[src/rtl/tms_cfg.svh]
// constants for the trigger merge and setup select block
`ifndef TMS_CFG_SVH
`define TMS_CFG_SVH
`define TMS_CLK_HZ         125000000
`define TMS_READY_MS       1500
`define TMS_READY_CYC      ((`TMS_CLK_HZ / 1000) * `TMS_READY_MS)
`define TMS_DEBOUNCE_US    10000
`define TMS_DEBOUNCE_CYC   ((`TMS_CLK_HZ / 1000000) * `TMS_DEBOUNCE_US)
`define TMS_BEEP_MS        80
`define TMS_BEEP_CYC       ((`TMS_CLK_HZ / 1000) * `TMS_BEEP_MS)
`define TMS_FLASH_MS       250
`define TMS_FLASH_CYC      ((`TMS_CLK_HZ / 1000) * `TMS_FLASH_MS)
`define TMS_SEL_POS_D      4'hD
`define TMS_SEL_POS_2      4'h2
`define TMS_LED_OFF        2'h0
`define TMS_LED_GREEN      2'h1
`define TMS_LED_ORANGE     2'h2
`define TMS_LED_RED        2'h3
`endif

[src/rtl/tms_pkg.sv]
// types for the trigger merge and setup select block
`default_nettype none
package tms_pkg;
   typedef enum logic [2:0] {
      TMS_ST_BOOT    = 3'h0,
      TMS_ST_LOAD    = 3'h1,
      TMS_ST_STRAP   = 3'h2,
      TMS_ST_BEEP2   = 3'h3,
      TMS_ST_SETUP   = 3'h4,
      TMS_ST_SAVE    = 3'h5,
      TMS_ST_RUN     = 3'h6
   } tms_state_e;
   typedef logic [1:0] tms_led_t;
endpackage
`default_nettype wire

[src/rtl/tms_beeper.sv]
// buzzer sequencer producing one or two fixed length beeps
`default_nettype none
module tms_beeper #(
   parameter int unsigned BEEP_CYC = 16
) (
   // clock and reset
   input  wire logic clock,
   input  wire logic reset_n,
   // request
   input  wire logic start_one,
   input  wire logic start_two,
   // status and buzzer
   output var  logic busy,
   output var  logic buzzer_q
);
   localparam int CW = $clog2(BEEP_CYC + 1);
   logic [CW-1:0] cnt_q;
   logic [1:0]    phase_q; // remaining on/off phases

   assign busy = (phase_q != 2'h0);

   // on, gap, on phases each one beep long
   always_ff @(posedge clock or negedge reset_n) begin
      if (!reset_n) begin
         cnt_q    <= '0;
         phase_q  <= 2'h0;
         buzzer_q <= 1'b0;
      end else if (!busy && (start_one || start_two)) begin
         cnt_q    <= '0;
         phase_q  <= start_two ? 2'h3 : 2'h1;
         buzzer_q <= 1'b1;
      end else if (busy) begin
         if (cnt_q >= CW'(BEEP_CYC - 1)) begin
            cnt_q    <= '0;
            phase_q  <= phase_q - 2'h1;
            buzzer_q <= (phase_q == 2'h2);
         end else begin
            cnt_q <= cnt_q + CW'(1);
         end
      end
   end
endmodule
`default_nettype wire

[src/rtl/tms_sync_filter.sv]
// three flop synchroniser with optional debounce for one pin
`default_nettype none
module tms_sync_filter #(
   parameter int unsigned STABLE_CYC = 1,
   parameter logic        INIT       = 1'b1
) (
   // clock and reset
   input  wire logic clock,
   input  wire logic reset_n,
   // pin and filtered level
   input  wire logic pin_in,
   output var  logic level_q
);
   localparam int CW = (STABLE_CYC > 1) ? $clog2(STABLE_CYC + 1) : 1;
   logic [2:0]    sync_q;
   logic [CW-1:0] cnt_q;

   // three flops, the first only feeds the second
   always_ff @(posedge clock or negedge reset_n) begin
      if (!reset_n) begin
         sync_q <= {3{INIT}};
      end else begin
         sync_q <= {sync_q[1:0], pin_in};
      end
   end

   // accept a change once stages two and three agree for long enough
   always_ff @(posedge clock or negedge reset_n) begin
      if (!reset_n) begin
         cnt_q   <= '0;
         level_q <= INIT;
      end else if (sync_q[1] != sync_q[2] || sync_q[2] == level_q) begin
         cnt_q <= '0;
      end else if (cnt_q >= CW'(STABLE_CYC - 1)) begin
         cnt_q   <= '0;
         level_q <= sync_q[2];
      end else begin
         cnt_q <= cnt_q + CW'(1);
      end
   end
endmodule
`default_nettype wire

[src/rtl/tms_top.sv]
// trigger merge, power-up setup select and panel feedback
//
// Overview of operation
// - indicator orange from power-up, green once normal operation begins.
// - at power-up, selector at D and lever off neutral enters setup.
// - entering setup sounds a double beep before lever strokes count.
// - rear indicator flashes orange throughout the setup state.
// - selector 2 plus lever up selects test pattern, single beep.
// - selector 2 plus lever down returns to regular sensor images.
// - selection saved in non-volatile storage and reapplied every power-up.
// - shutter trigger accepted on auxiliary pin and on link line.
// - both triggers merged as active-low OR.
// - shutter starts only on trailing edge of combined low pulse.
// - polarity inversion applies to link trigger only, aux stays low.
`include "tms_cfg.svh"
`default_nettype none
module tms_top #(
   parameter int unsigned READY_CYC    = `TMS_READY_CYC,
   parameter int unsigned DEBOUNCE_CYC = `TMS_DEBOUNCE_CYC,
   parameter int unsigned BEEP_CYC     = `TMS_BEEP_CYC,
   parameter int unsigned FLASH_CYC    = `TMS_FLASH_CYC
) (
   // clock and reset
   input  wire logic       clock,
   input  wire logic       reset_n,
   // panel switches
   input  wire logic [3:0] mode_sel_in,
   input  wire logic       lever_up_n,
   input  wire logic       lever_down_n,
   // shutter triggers
   input  wire logic       aux_trigger_in,
   input  wire logic       link_trigger_in,
   input  wire logic       link_invert,
   // non-volatile selection store
   input  wire logic       nv_ready,
   input  wire logic       nv_rd_data,
   output var  logic       nv_rd_req,
   output var  logic       nv_wr_req,
   output var  logic       nv_wr_data,
   // results
   output var  logic       test_pattern_en_q,
   output var  logic       shutter_start_q,
   output var  logic       trigger_low_q,
   output var  logic       setup_active,
   // panel feedback
   output var  tms_pkg::tms_led_t led_q,
   output var  logic       buzzer
);
   tms_pkg::tms_state_e state_q;
   tms_pkg::tms_state_e state_d;
   logic [3:0]  sel_q;
   logic        up_lvl;
   logic        dn_lvl;
   logic        up_prev_q;
   logic        dn_prev_q;
   logic        up_stroke;
   logic        dn_stroke;
   logic        aux_lvl;
   logic        link_lvl;
   logic        link_pin_n;
   logic        link_low;
   logic        merged_n;
   logic        merged_prev_q;
   logic        beep_busy;
   logic        beep_one;
   logic        beep_two;
   logic        want_q;
   logic        lever_neutral_seen_q;
   logic [31:0] ready_cnt_q;
   logic [31:0] flash_cnt_q;
   logic        flash_q;

   // contact closed: level went from high to low
   function automatic logic tms_fell(input logic prev, input logic cur);
      return prev && !cur;
   endfunction

   // low pulse ended: level went from low to high
   function automatic logic tms_rose(input logic prev, input logic cur);
      return !prev && cur;
   endfunction

   // last count of a period of lim cycles
   function automatic logic tms_expired(input logic [31:0] cnt,
                                        input int unsigned lim);
      return cnt >= lim - 1;
   endfunction

   // selector bits synchronised and debounced
   genvar gi;
   generate
      for (gi = 0; gi < 4; gi++) begin : g_sel
         tms_sync_filter #(.STABLE_CYC(DEBOUNCE_CYC), .INIT(1'b0)) u_sel (
            .clock   (clock),
            .reset_n (reset_n),
            .pin_in  (mode_sel_in[gi]),
            .level_q (sel_q[gi])
         );
      end
   endgenerate

   // lever contacts, active low, debounced
   tms_sync_filter #(.STABLE_CYC(DEBOUNCE_CYC), .INIT(1'b1)) u_up (
      .clock   (clock),
      .reset_n (reset_n),
      .pin_in  (lever_up_n),
      .level_q (up_lvl)
   );
   tms_sync_filter #(.STABLE_CYC(DEBOUNCE_CYC), .INIT(1'b1)) u_dn (
      .clock   (clock),
      .reset_n (reset_n),
      .pin_in  (lever_down_n),
      .level_q (dn_lvl)
   );

   // link polarity folded in ahead of its synchroniser, so the fixed
   // reset level of the flops can never fake a trailing edge
   assign link_pin_n = link_invert ? !link_trigger_in
                                   : link_trigger_in;

   // trigger pins, synchronised only so short pulses survive
   tms_sync_filter #(.STABLE_CYC(1), .INIT(1'b1)) u_aux (
      .clock   (clock),
      .reset_n (reset_n),
      .pin_in  (aux_trigger_in),
      .level_q (aux_lvl)
   );
   tms_sync_filter #(.STABLE_CYC(1), .INIT(1'b1)) u_link (
      .clock   (clock),
      .reset_n (reset_n),
      .pin_in  (link_pin_n),
      .level_q (link_lvl)
   );

   // link side already active low after the synchroniser
   assign link_low = !link_lvl;
   // combined trigger low whenever either side is active
   assign merged_n = !(!aux_lvl || link_low);

   // combined trigger history for edge detection
   always_ff @(posedge clock or negedge reset_n) begin
      if (!reset_n) begin
         merged_prev_q <= 1'b1;
      end else begin
         merged_prev_q <= merged_n;
      end
   end

   // trailing edge of a low pulse starts the shutter
   always_ff @(posedge clock or negedge reset_n) begin
      if (!reset_n) begin
         shutter_start_q <= 1'b0;
      end else begin
         shutter_start_q <= tms_rose(merged_prev_q, merged_n);
      end
   end

   // registered view of the combined trigger level
   always_ff @(posedge clock or negedge reset_n) begin
      if (!reset_n) begin
         trigger_low_q <= 1'b0;
      end else begin
         trigger_low_q <= !merged_n;
      end
   end

   // up contact history for stroke detection
   always_ff @(posedge clock or negedge reset_n) begin
      if (!reset_n) begin
         up_prev_q <= 1'b1;
      end else begin
         up_prev_q <= up_lvl;
      end
   end

   // down contact history for stroke detection
   always_ff @(posedge clock or negedge reset_n) begin
      if (!reset_n) begin
         dn_prev_q <= 1'b1;
      end else begin
         dn_prev_q <= dn_lvl;
      end
   end
   // a stroke is the contact closing
   assign up_stroke = tms_fell(up_prev_q, up_lvl);
   assign dn_stroke = tms_fell(dn_prev_q, dn_lvl);

   // power-up delay, lets the switch filters settle too
   always_ff @(posedge clock or negedge reset_n) begin
      if (!reset_n) begin
         ready_cnt_q <= 32'h0000_0000;
      end else if (state_q == tms_pkg::TMS_ST_BOOT) begin
         ready_cnt_q <= ready_cnt_q + 32'h0000_0001;
      end
   end

   // stroke only counts after lever has been back in neutral
   always_ff @(posedge clock or negedge reset_n) begin
      if (!reset_n) begin
         lever_neutral_seen_q <= 1'b0;
      end else if (state_q != tms_pkg::TMS_ST_SETUP) begin
         lever_neutral_seen_q <= 1'b0;
      end else if (up_lvl && dn_lvl) begin
         lever_neutral_seen_q <= 1'b1;
      end
   end

   // main sequence
   always_comb begin
      state_d = state_q;
      unique case (state_q)
         tms_pkg::TMS_ST_BOOT: begin
            if (tms_expired(ready_cnt_q, READY_CYC) && nv_ready) begin
               state_d = tms_pkg::TMS_ST_LOAD;
            end
         end
         tms_pkg::TMS_ST_LOAD: begin
            state_d = tms_pkg::TMS_ST_STRAP;
         end
         tms_pkg::TMS_ST_STRAP: begin
            if (sel_q == `TMS_SEL_POS_D && (!up_lvl || !dn_lvl)) begin
               state_d = tms_pkg::TMS_ST_BEEP2;
            end else begin
               state_d = tms_pkg::TMS_ST_RUN;
            end
         end
         tms_pkg::TMS_ST_BEEP2: begin
            if (!beep_busy) begin
               state_d = tms_pkg::TMS_ST_SETUP;
            end
         end
         tms_pkg::TMS_ST_SETUP: begin
            if (lever_neutral_seen_q && sel_q == `TMS_SEL_POS_2
                && (up_stroke || dn_stroke) && nv_ready) begin
               state_d = tms_pkg::TMS_ST_SAVE;
            end
         end
         tms_pkg::TMS_ST_SAVE: begin
            state_d = tms_pkg::TMS_ST_RUN;
         end
         tms_pkg::TMS_ST_RUN: begin
            state_d = tms_pkg::TMS_ST_RUN;
         end
         default: begin
            state_d = tms_pkg::TMS_ST_BOOT;
         end
      endcase
   end

   // state register
   always_ff @(posedge clock or negedge reset_n) begin
      if (!reset_n) begin
         state_q <= tms_pkg::TMS_ST_BOOT;
      end else begin
         state_q <= state_d;
      end
   end

   // pending selection: loaded from storage, changed only in setup
   always_ff @(posedge clock or negedge reset_n) begin
      if (!reset_n) begin
         want_q <= 1'b0;
      end else if (state_q == tms_pkg::TMS_ST_LOAD) begin
         want_q <= nv_rd_data;
      end else if (state_q == tms_pkg::TMS_ST_SETUP
                   && state_d == tms_pkg::TMS_ST_SAVE) begin
         want_q <= up_stroke;
      end
   end

   // applied selection: from storage at power-up, else after a save
   always_ff @(posedge clock or negedge reset_n) begin
      if (!reset_n) begin
         test_pattern_en_q <= 1'b0;
      end else if (state_q == tms_pkg::TMS_ST_LOAD) begin
         test_pattern_en_q <= nv_rd_data;
      end else if (state_q == tms_pkg::TMS_ST_SAVE) begin
         test_pattern_en_q <= want_q;
      end
   end

   // storage strobes
   assign nv_rd_req  = (state_q == tms_pkg::TMS_ST_BOOT)
                       && (state_d == tms_pkg::TMS_ST_LOAD);
   assign nv_wr_req  = (state_q == tms_pkg::TMS_ST_SAVE);
   assign nv_wr_data = want_q;

   // setup indication covers the double beep as well
   assign setup_active = (state_q == tms_pkg::TMS_ST_BEEP2)
                         || (state_q == tms_pkg::TMS_ST_SETUP);

   // buzzer requests
   assign beep_two = (state_q == tms_pkg::TMS_ST_STRAP)
                     && (state_d == tms_pkg::TMS_ST_BEEP2);
   assign beep_one = (state_q == tms_pkg::TMS_ST_SAVE)
                     && want_q;

   tms_beeper #(.BEEP_CYC(BEEP_CYC)) u_beep (
      .clock     (clock),
      .reset_n   (reset_n),
      .start_one (beep_one),
      .start_two (beep_two),
      .busy      (beep_busy),
      .buzzer_q  (buzzer)
   );

   // flash timebase for the setup indicator
   always_ff @(posedge clock or negedge reset_n) begin
      if (!reset_n) begin
         flash_cnt_q <= 32'h0000_0000;
      end else if (!setup_active) begin
         flash_cnt_q <= 32'h0000_0000;
      end else if (tms_expired(flash_cnt_q, FLASH_CYC)) begin
         flash_cnt_q <= 32'h0000_0000;
      end else begin
         flash_cnt_q <= flash_cnt_q + 32'h0000_0001;
      end
   end

   // flash phase, starts lit on entry to setup
   always_ff @(posedge clock or negedge reset_n) begin
      if (!reset_n) begin
         flash_q <= 1'b1;
      end else if (!setup_active) begin
         flash_q <= 1'b1;
      end else if (tms_expired(flash_cnt_q, FLASH_CYC)) begin
         flash_q <= !flash_q;
      end
   end

   // indicator colour
   always_ff @(posedge clock or negedge reset_n) begin
      if (!reset_n) begin
         led_q <= `TMS_LED_ORANGE;
      end else if (setup_active) begin
         led_q <= flash_q ? `TMS_LED_ORANGE : `TMS_LED_OFF;
      end else if (state_q == tms_pkg::TMS_ST_RUN) begin
         led_q <= `TMS_LED_GREEN;
      end else begin
         led_q <= `TMS_LED_ORANGE;
      end
   end
endmodule
`default_nettype wire

[config.mk]
export PLATFORM = sky130hd
export DESIGN_NAME = tms_top
export DESIGN_NICKNAME = d
export VERILOG_FILES = /design/src/rtl/tms_pkg.sv /design/src/rtl/tms_beeper.sv /design/src/rtl/tms_sync_filter.sv /design/src/rtl/tms_top.sv
export VERILOG_INCLUDE_DIRS = /design/src /design/src/rtl
export SDC_FILE = /design/constraint.sdc
export NUM_CORES = 1
export LEC_CHECK = 0
export ABC_CLOCK_PERIOD_IN_PS = 2200
export BUFFER_PORTS_ARGS = -buffer_cell sky130_fd_sc_hd__buf_2
export CAP_MARGIN = 20
export CORE_ASPECT_RATIO = 1.25
export CORE_MARGIN = 4
export CORE_UTILIZATION = 35
export DETAILED_ROUTE_END_ITERATION = 10
export HOLD_SLACK_MARGIN = 0.12
export MAX_ROUTING_LAYER = met4
export PLACE_DENSITY = 0.53
export SYNTH_ARGS = -nofsm -noshare
export SYNTH_HDL_FRONTEND = slang
export SYNTH_HIERARCHICAL = 1
export SYNTH_SLANG_ARGS = --single-unit
[constraint.sdc]
create_clock -name clock -period 2.2 [get_ports clock]
set_input_delay 0.44 -clock clock [delete_from_list [all_inputs] [get_ports clock]]
set_output_delay 0.44 -clock clock [all_outputs]
set_load 0.1 [all_outputs]
-- Word level (Yosys, flattened, before mapping)
Index checks and enable logic that the tools add are counted.
- bitwise gates (word level): 8
- order comparisons: 11
- muxes and demuxes: 45
- $add $sub $neg: 12
- equal/unequal tests: 30
- reduce and logical (&&, ||, !) cells: 53
- operators with widths (cell ; count):
    two-way mux 21 bit ; 12
    adder 21 x 1 -> 21 bit (second input constant) ; 6
    greater-or-equal comparator 21 bit (second input constant) ; 6
    two-way mux 24 bit ; 3
    adder 32 x 1 -> 32 bit (second input constant) ; 2
    two-way mux 32 bit ; 2
    greater-or-equal comparator 32 x 25 -> 1 bit (second input constant) ; 1
    greater-or-equal comparator 32 x 28 -> 1 bit (second input constant) ; 1
    adder 24 x 1 -> 24 bit (second input constant) ; 1
    greater-or-equal comparator 24 bit (second input constant) ; 1
    case mux 3 bit (6 select lines) ; 1
    AND reduction 2 bit ; 9
    two-way mux 1 bit ; 16
    logical AND 1 bit ; 14
    two-way mux 2 bit ; 7
    logical OR 1 bit ; 13
    == test 3 bit (second input constant) ; 4
    two-way mux 3 bit ; 4
    nonzero test 2 bit ; 6
    == test 3 x 2 -> 1 bit (second input constant) ; 3
    zero test 1 bit ; 9
    == test 1 bit ; 8
    != test 1 bit ; 8
    inverter 1 bit ; 8
    11 further kinds ; 14
- flip-flop bits (word level): 265
- output and inout port bits: 10
- word-level logic and storage cells: 199
- input port bits: 13

-- Logic depth before layout (Yosys ltp)
- depth after elaboration: 13
- depth in mapped cells: 9
- gate-level depth less buffers: 7

-- Cells and area by module
Netlist, hierarchy kept.
- by module, submodules not included (module ; cells each ; instances ; seq. area each (µm²) ; area an instance (µm²)):
    tms_sync_filter at g_sel[0].u_sel ... ; 121 ; 4 ; 625.6 ; 1263.7
    tms_top ; 366 ; 1 ; 1958.1 ; 3722.3
    tms_sync_filter at u_dn ... ; 121 ; 2 ; 630.6 ; 1268.7
    tms_beeper ; 177 ; 1 ; 675.6 ; 1581.5
    tms_sync_filter at u_aux ... ; 5 ; 2 ; 105.1 ; 116.4

-- Worst setup path before layout
OpenSTA, ideal clock, no wires.
- kind: register -> output
- start: register ready_cnt_q[17]
- end: output port nv_rd_req
- stages on the path, launching flop included: 5
- buffers on the path: 0
- data required time: 1.760 ns
- data arrival time: 3.423 ns
- path slack: -1.663 ns
- cell sequence: dfrtp_1 or4bb_1 nor4_1 o2111ai_1 a21boi_0
- word-level cells in the longest chain between the ends: 6
- ends and longest elaborated chain (element ; RTL line ; RTL):
    start, declared ; tms_top.sv:69 ; logic [31:0] ready_cnt_q;
    start signal, assigned ; tms_top.sv:193 ; ready_cnt_q <= ready_cnt_q + 32'h0000_0001;
    greater-or-equal comparator 32 x 28 -> 1 bit ; tms_top.sv:86 ; return cnt >= lim - 1;
    logical AND 1 bit ; tms_top.sv:213 ; if (tms_expired(ready_cnt_q, READY_CYC) && nv_ready) begin
    two-way mux 3 bit ; tms_top.sv:213 ;
    case mux 3 bit (6 select lines) ; tms_top.sv:211 ; unique case (state_q)
    == test 3 x 1 -> 1 bit ; tms_top.sv:284 ; && (state_d == tms_pkg::TMS_ST_LOAD);
    logical AND 1 bit ; tms_top.sv:284 ;
    end, declared ; tms_top.sv:37 ; output var logic nv_rd_req,
Every way passes these cells.

-- Worst setup path in the final report
- start: register ready_cnt_q[20]
- end: output port nv_rd_req
The elaborated chain is that of the path after synthesis.

==> key figures <==
Floorplan
  – Die Height: 224.5 um
  – Core region area: 37170 um^2
  – Die area: 40690 um^2
  – FP Rows: 79
  – Starting density of the core: 0.3533
  – Num ports: 23
  – Chip Width: 181.2 um

GRT
  – Number of antenna violations at the first check in global routing: 1
  – First-pass GRT wire length: 45660 um
  – Largest net degree at the start of global routing: 74
  – Vias in the first global route: 9539
  – Gr ovfl total: 0
  – All-Layer GR Usage: 0.1323

Timing
  – Layout Skew: 0.006545 ns
  – Slew Limit Fails: 0
  – Final worst setup slack: -0.4279 ns
  – Post-route minimum period: 2.628 ns
  – Final hold vios: 0
  – Slew @ Worst Pin: 0.5930 ns
  – RSZ-0062 raised after global routing: yes
  – Relative slew slack: 0.6042
  – Max Fclk: 0.3805 GHz
  – Final count of negative-setup-slack endpoints: 1
  – Tcrit/Tclk final: 1.194
  – Worst hold slack: 0.1880 ns

Critical path
  – CP Depth: 5
  – CP Data Required Time: 1.76 ns
  – Crit Path Class: flop to primary output
  – CP cell instances: or4bb_1 > nor4_2 > o2111ai_2 > a21boi_4 > buf_12
  – WP buf/inv: 1
  – CP max-delay cell: or4bb_1
  – Worst EP arrival: 2.19 ns
  – Setup crit start kind: flop
  – CP peak stage delay: 0.51 ns
  – Worst-case reg-to-reg path depth: 7
  – CP top delay family: simple AND/OR/NAND/NOR gates
  – Critical-path maximum fanout: 2
  – Critical Path End Type: primary output

Route
  – Wl on met1: 12000 um
  – DR top layer: met4
  – Final wirelength: 25750 um
  – WL met3: 756 um
  – Routed vias: 9444
  – DR WL/cell: 13.79 um
  – Initial DRC count: 500
  – Drt drc: 0
  – Via density: 5.056
  – Routed wl met2: 12300 um
  – Post-route ant nets: 0
  – First-pass DRT Iterations: 5

CTS
  – CTS Root Cell: clkbuf_16
  – Clk_lat worst skew: 0.55 ns
  – Bufs on Longest Clock Path: 3
  – CTS H-tree lvls: 1
  – CTS tree: built
  – TritonCTS Buffers: 29
  – Clock-pin slew on the worst setup and hold paths: 0.06 ns
  – Clock sink count: 263

Synth
  – Biggest area consumer among synthesized cells: dfrtp_1
  – EDFF count, synth: 0
  – Synth top area share: 0.4613
  – Yosys reg bits: 263
  – Synthesized instance count: 1279
  – Distinct cells, synth: 72
  – Ys Warns: 6
  – Main synth FF type: dfrtp_1
  – Sequential share of the synthesized area: 0.5033
  – Syn Area/Cell: 10.26 um^2
  – Top post-synthesis cells by area: dfrtp_1 46%, xor2_1 6.1%, dfstp_2 4.2%
  – Async SR Flop Fraction: 1.000
  – Count leader, synth: dfrtp_1
  – Mapped cell area: 13130 um^2
  – Most frequent cells after synthesis: 242 x dfrtp_1, 110 x nor2_1, 108 x nand3_1

Run status
  – Status: finished with violations
  – Failing checks: setup timing

Placed design
  – IO Port Bufs: 22
  – Place WS: 0.03986 ns
  – Placed wire-length estimate: 17250 um
  – RePlAce Congestion: 0.7997

Cells and area
  – Share of post-route cells with drive strength above 1: 0.2035
  – P&R area growth vs syn: 16.51%
  – Nets: 1383
  – Final core utilization: 0.4116
  – Number of fill cells: 3664

Hold path
  – Hold WC Path Type: input port to flop
  – Worst Hold Depth: 2

Run
  – Max_cap viols: 0

Power and ir drop
  – VDD IR max: 0.4476 mV
  – Cell Pwr Density: 666.7 nW/um^2
  – Static leakage: 6.249 nW
-- state kept, by name (all words and copies together), names as in the netlist, 2 cells and up --
signal and cells:
state_q 3, g_sel.u_sel/sync_q 12, u_link/sync_q 3, g_sel.u_sel/level_q 4
u_dn/cnt_q 21, ready_cnt_q 32, u_dn/sync_q 3, g_sel.u_sel/cnt_q 84
u_beep/phase_q 2, led_q 2, u_aux/sync_q 3, u_beep/cnt_q 24
u_up/sync_q 3, flash_cnt_q 32, u_up/cnt_q 21
-- layout make-up --
| class | instances | area, um^2 | area share |
|---|---|---|---|
| Clock inverter | 18 | 190.2 | 0.01243 |
| Multi-Input combinational cell | 949 | 6259 | 0.4092 |
| Clock buffer | 35 | 798.3 | 0.05219 |
| Timing Repair Buffer | 76 | 678.2 | 0.04434 |
| Antenna cell | 1 | 2.502 | 0.0001636 |
| Inverter | 40 | 152.6 | 0.009980 |
| Sequential cell | 263 | 6608 | 0.4320 |
| Tap cell | 486 | 608.1 | 0.03975 |
-- cell usage in the layout (no fill, tap or decap), drive strengths merged, types with 11 or more instances in the layout --
cell | synthesis | final
a21o | 13 | 13
a21oi | 35 | 35
and3 | 16 | 16
and4 | 16 | 16
buf | 21 | 66
clkbuf | 12 | 35
clkinv | 0 | 11
dfrtp | 242 | 242
dfstp | 21 | 21
ha | 11 | 11
inv | 40 | 40
nand2 | 94 | 94
nand3 | 115 | 115
nand4 | 64 | 64
nand4bb | 12 | 12
nor2 | 171 | 171
nor3 | 70 | 70
nor4 | 16 | 16
o21ai | 52 | 52
xnor2 | 59 | 59
xor2 | 91 | 91
-- per-layer routing --
layer,vias to the layer above,global-route usage
met4,0,0.04214
met3,44,0.01957
met1,4622,0.1676
li1,4696,-
met5,-,-
met2,82,0.2201
-- through the flow --
step	std cells	total power, mW	instance area [um^2]	setup TNS [ns]
global route	1868	10.63	15300	-0.5358
detailed placement	1801	5.312	14100	0
global placement	1801	5.306	14100	0
floorplan	1285	5.167	13200	-0.1191
CTS	1866	10.41	15240	-0.4935
finish	1868	10.20	15300	-0.4279
-- power by group --
group,switching (mW),leakage [nW],total (mW),internal (mW)
Combinational,0.214,2.24,0.278,0.0643
Clock,2.03,0.481,4.97,2.94
Sequential,0.0364,3.53,4.95,4.91
Total,2.28,6.25,10.2,7.91
-- repair_timing --
item | in CTS | in global routing
endpoints found under the setup margin | 3 | 14
resized for setup | 10 | 8
pin swaps | 4 | 1
gates cloned | 0 | 0
setup buffers | 2 | 1
endpoints found under the hold margin | 250 | 0
hold buffers | 10 | 0
-- worst paths after layout --
kind	start	to	slack, ns
worst min-delay path	nv_ready	state_q[0]$_DFF_PN0_	0.19
worst max-delay path	ready_cnt_q[20]$_DFFE_PN0P_	nv_rd_req	-0.43
worst max register to register	u_beep/cnt_q[18]$_DFFE_PN0P_	u_beep/cnt_q[20]$_DFFE_PN0P_	0.08
min in group asynchronous	reset_n	ready_cnt_q[7]$_DFFE_PN0P_	0.32
worst min register to register	g_sel[3].u_sel/sync_q[0]$_DFF_PN0_	g_sel[3].u_sel/sync_q[1]$_DFF_PN0_	0.35
max in group asynchronous	reset_n	u_dn/sync_q[0]$_DFF_PN1_	1.21
-- cell families (layout without fill, tap and decap cells) --
family	after synthesis	in the layout	share of synthesized area
compound gates	158	158	0.08377
xor+xnor	150	150	0.1001
fa+ha+maj	13	13	0.01220
buf+inv	73	169	0.02926
flops	263	263	0.5033
mux	6	6	0.004956
other cells	1	8	0.0002856
simple gates	615	615	0.2662
-- worst register-to-register path: stages, from the launching register on --
cell	delay, ns
dfrtp_1	0.40
or3_1	0.41
nor3_1	0.37
buf_4	0.19
a21oi_2	0.06
buf_12	0.16
and3_1	0.16
a211o_1	0.26
(Power assumes the default switching activity.)
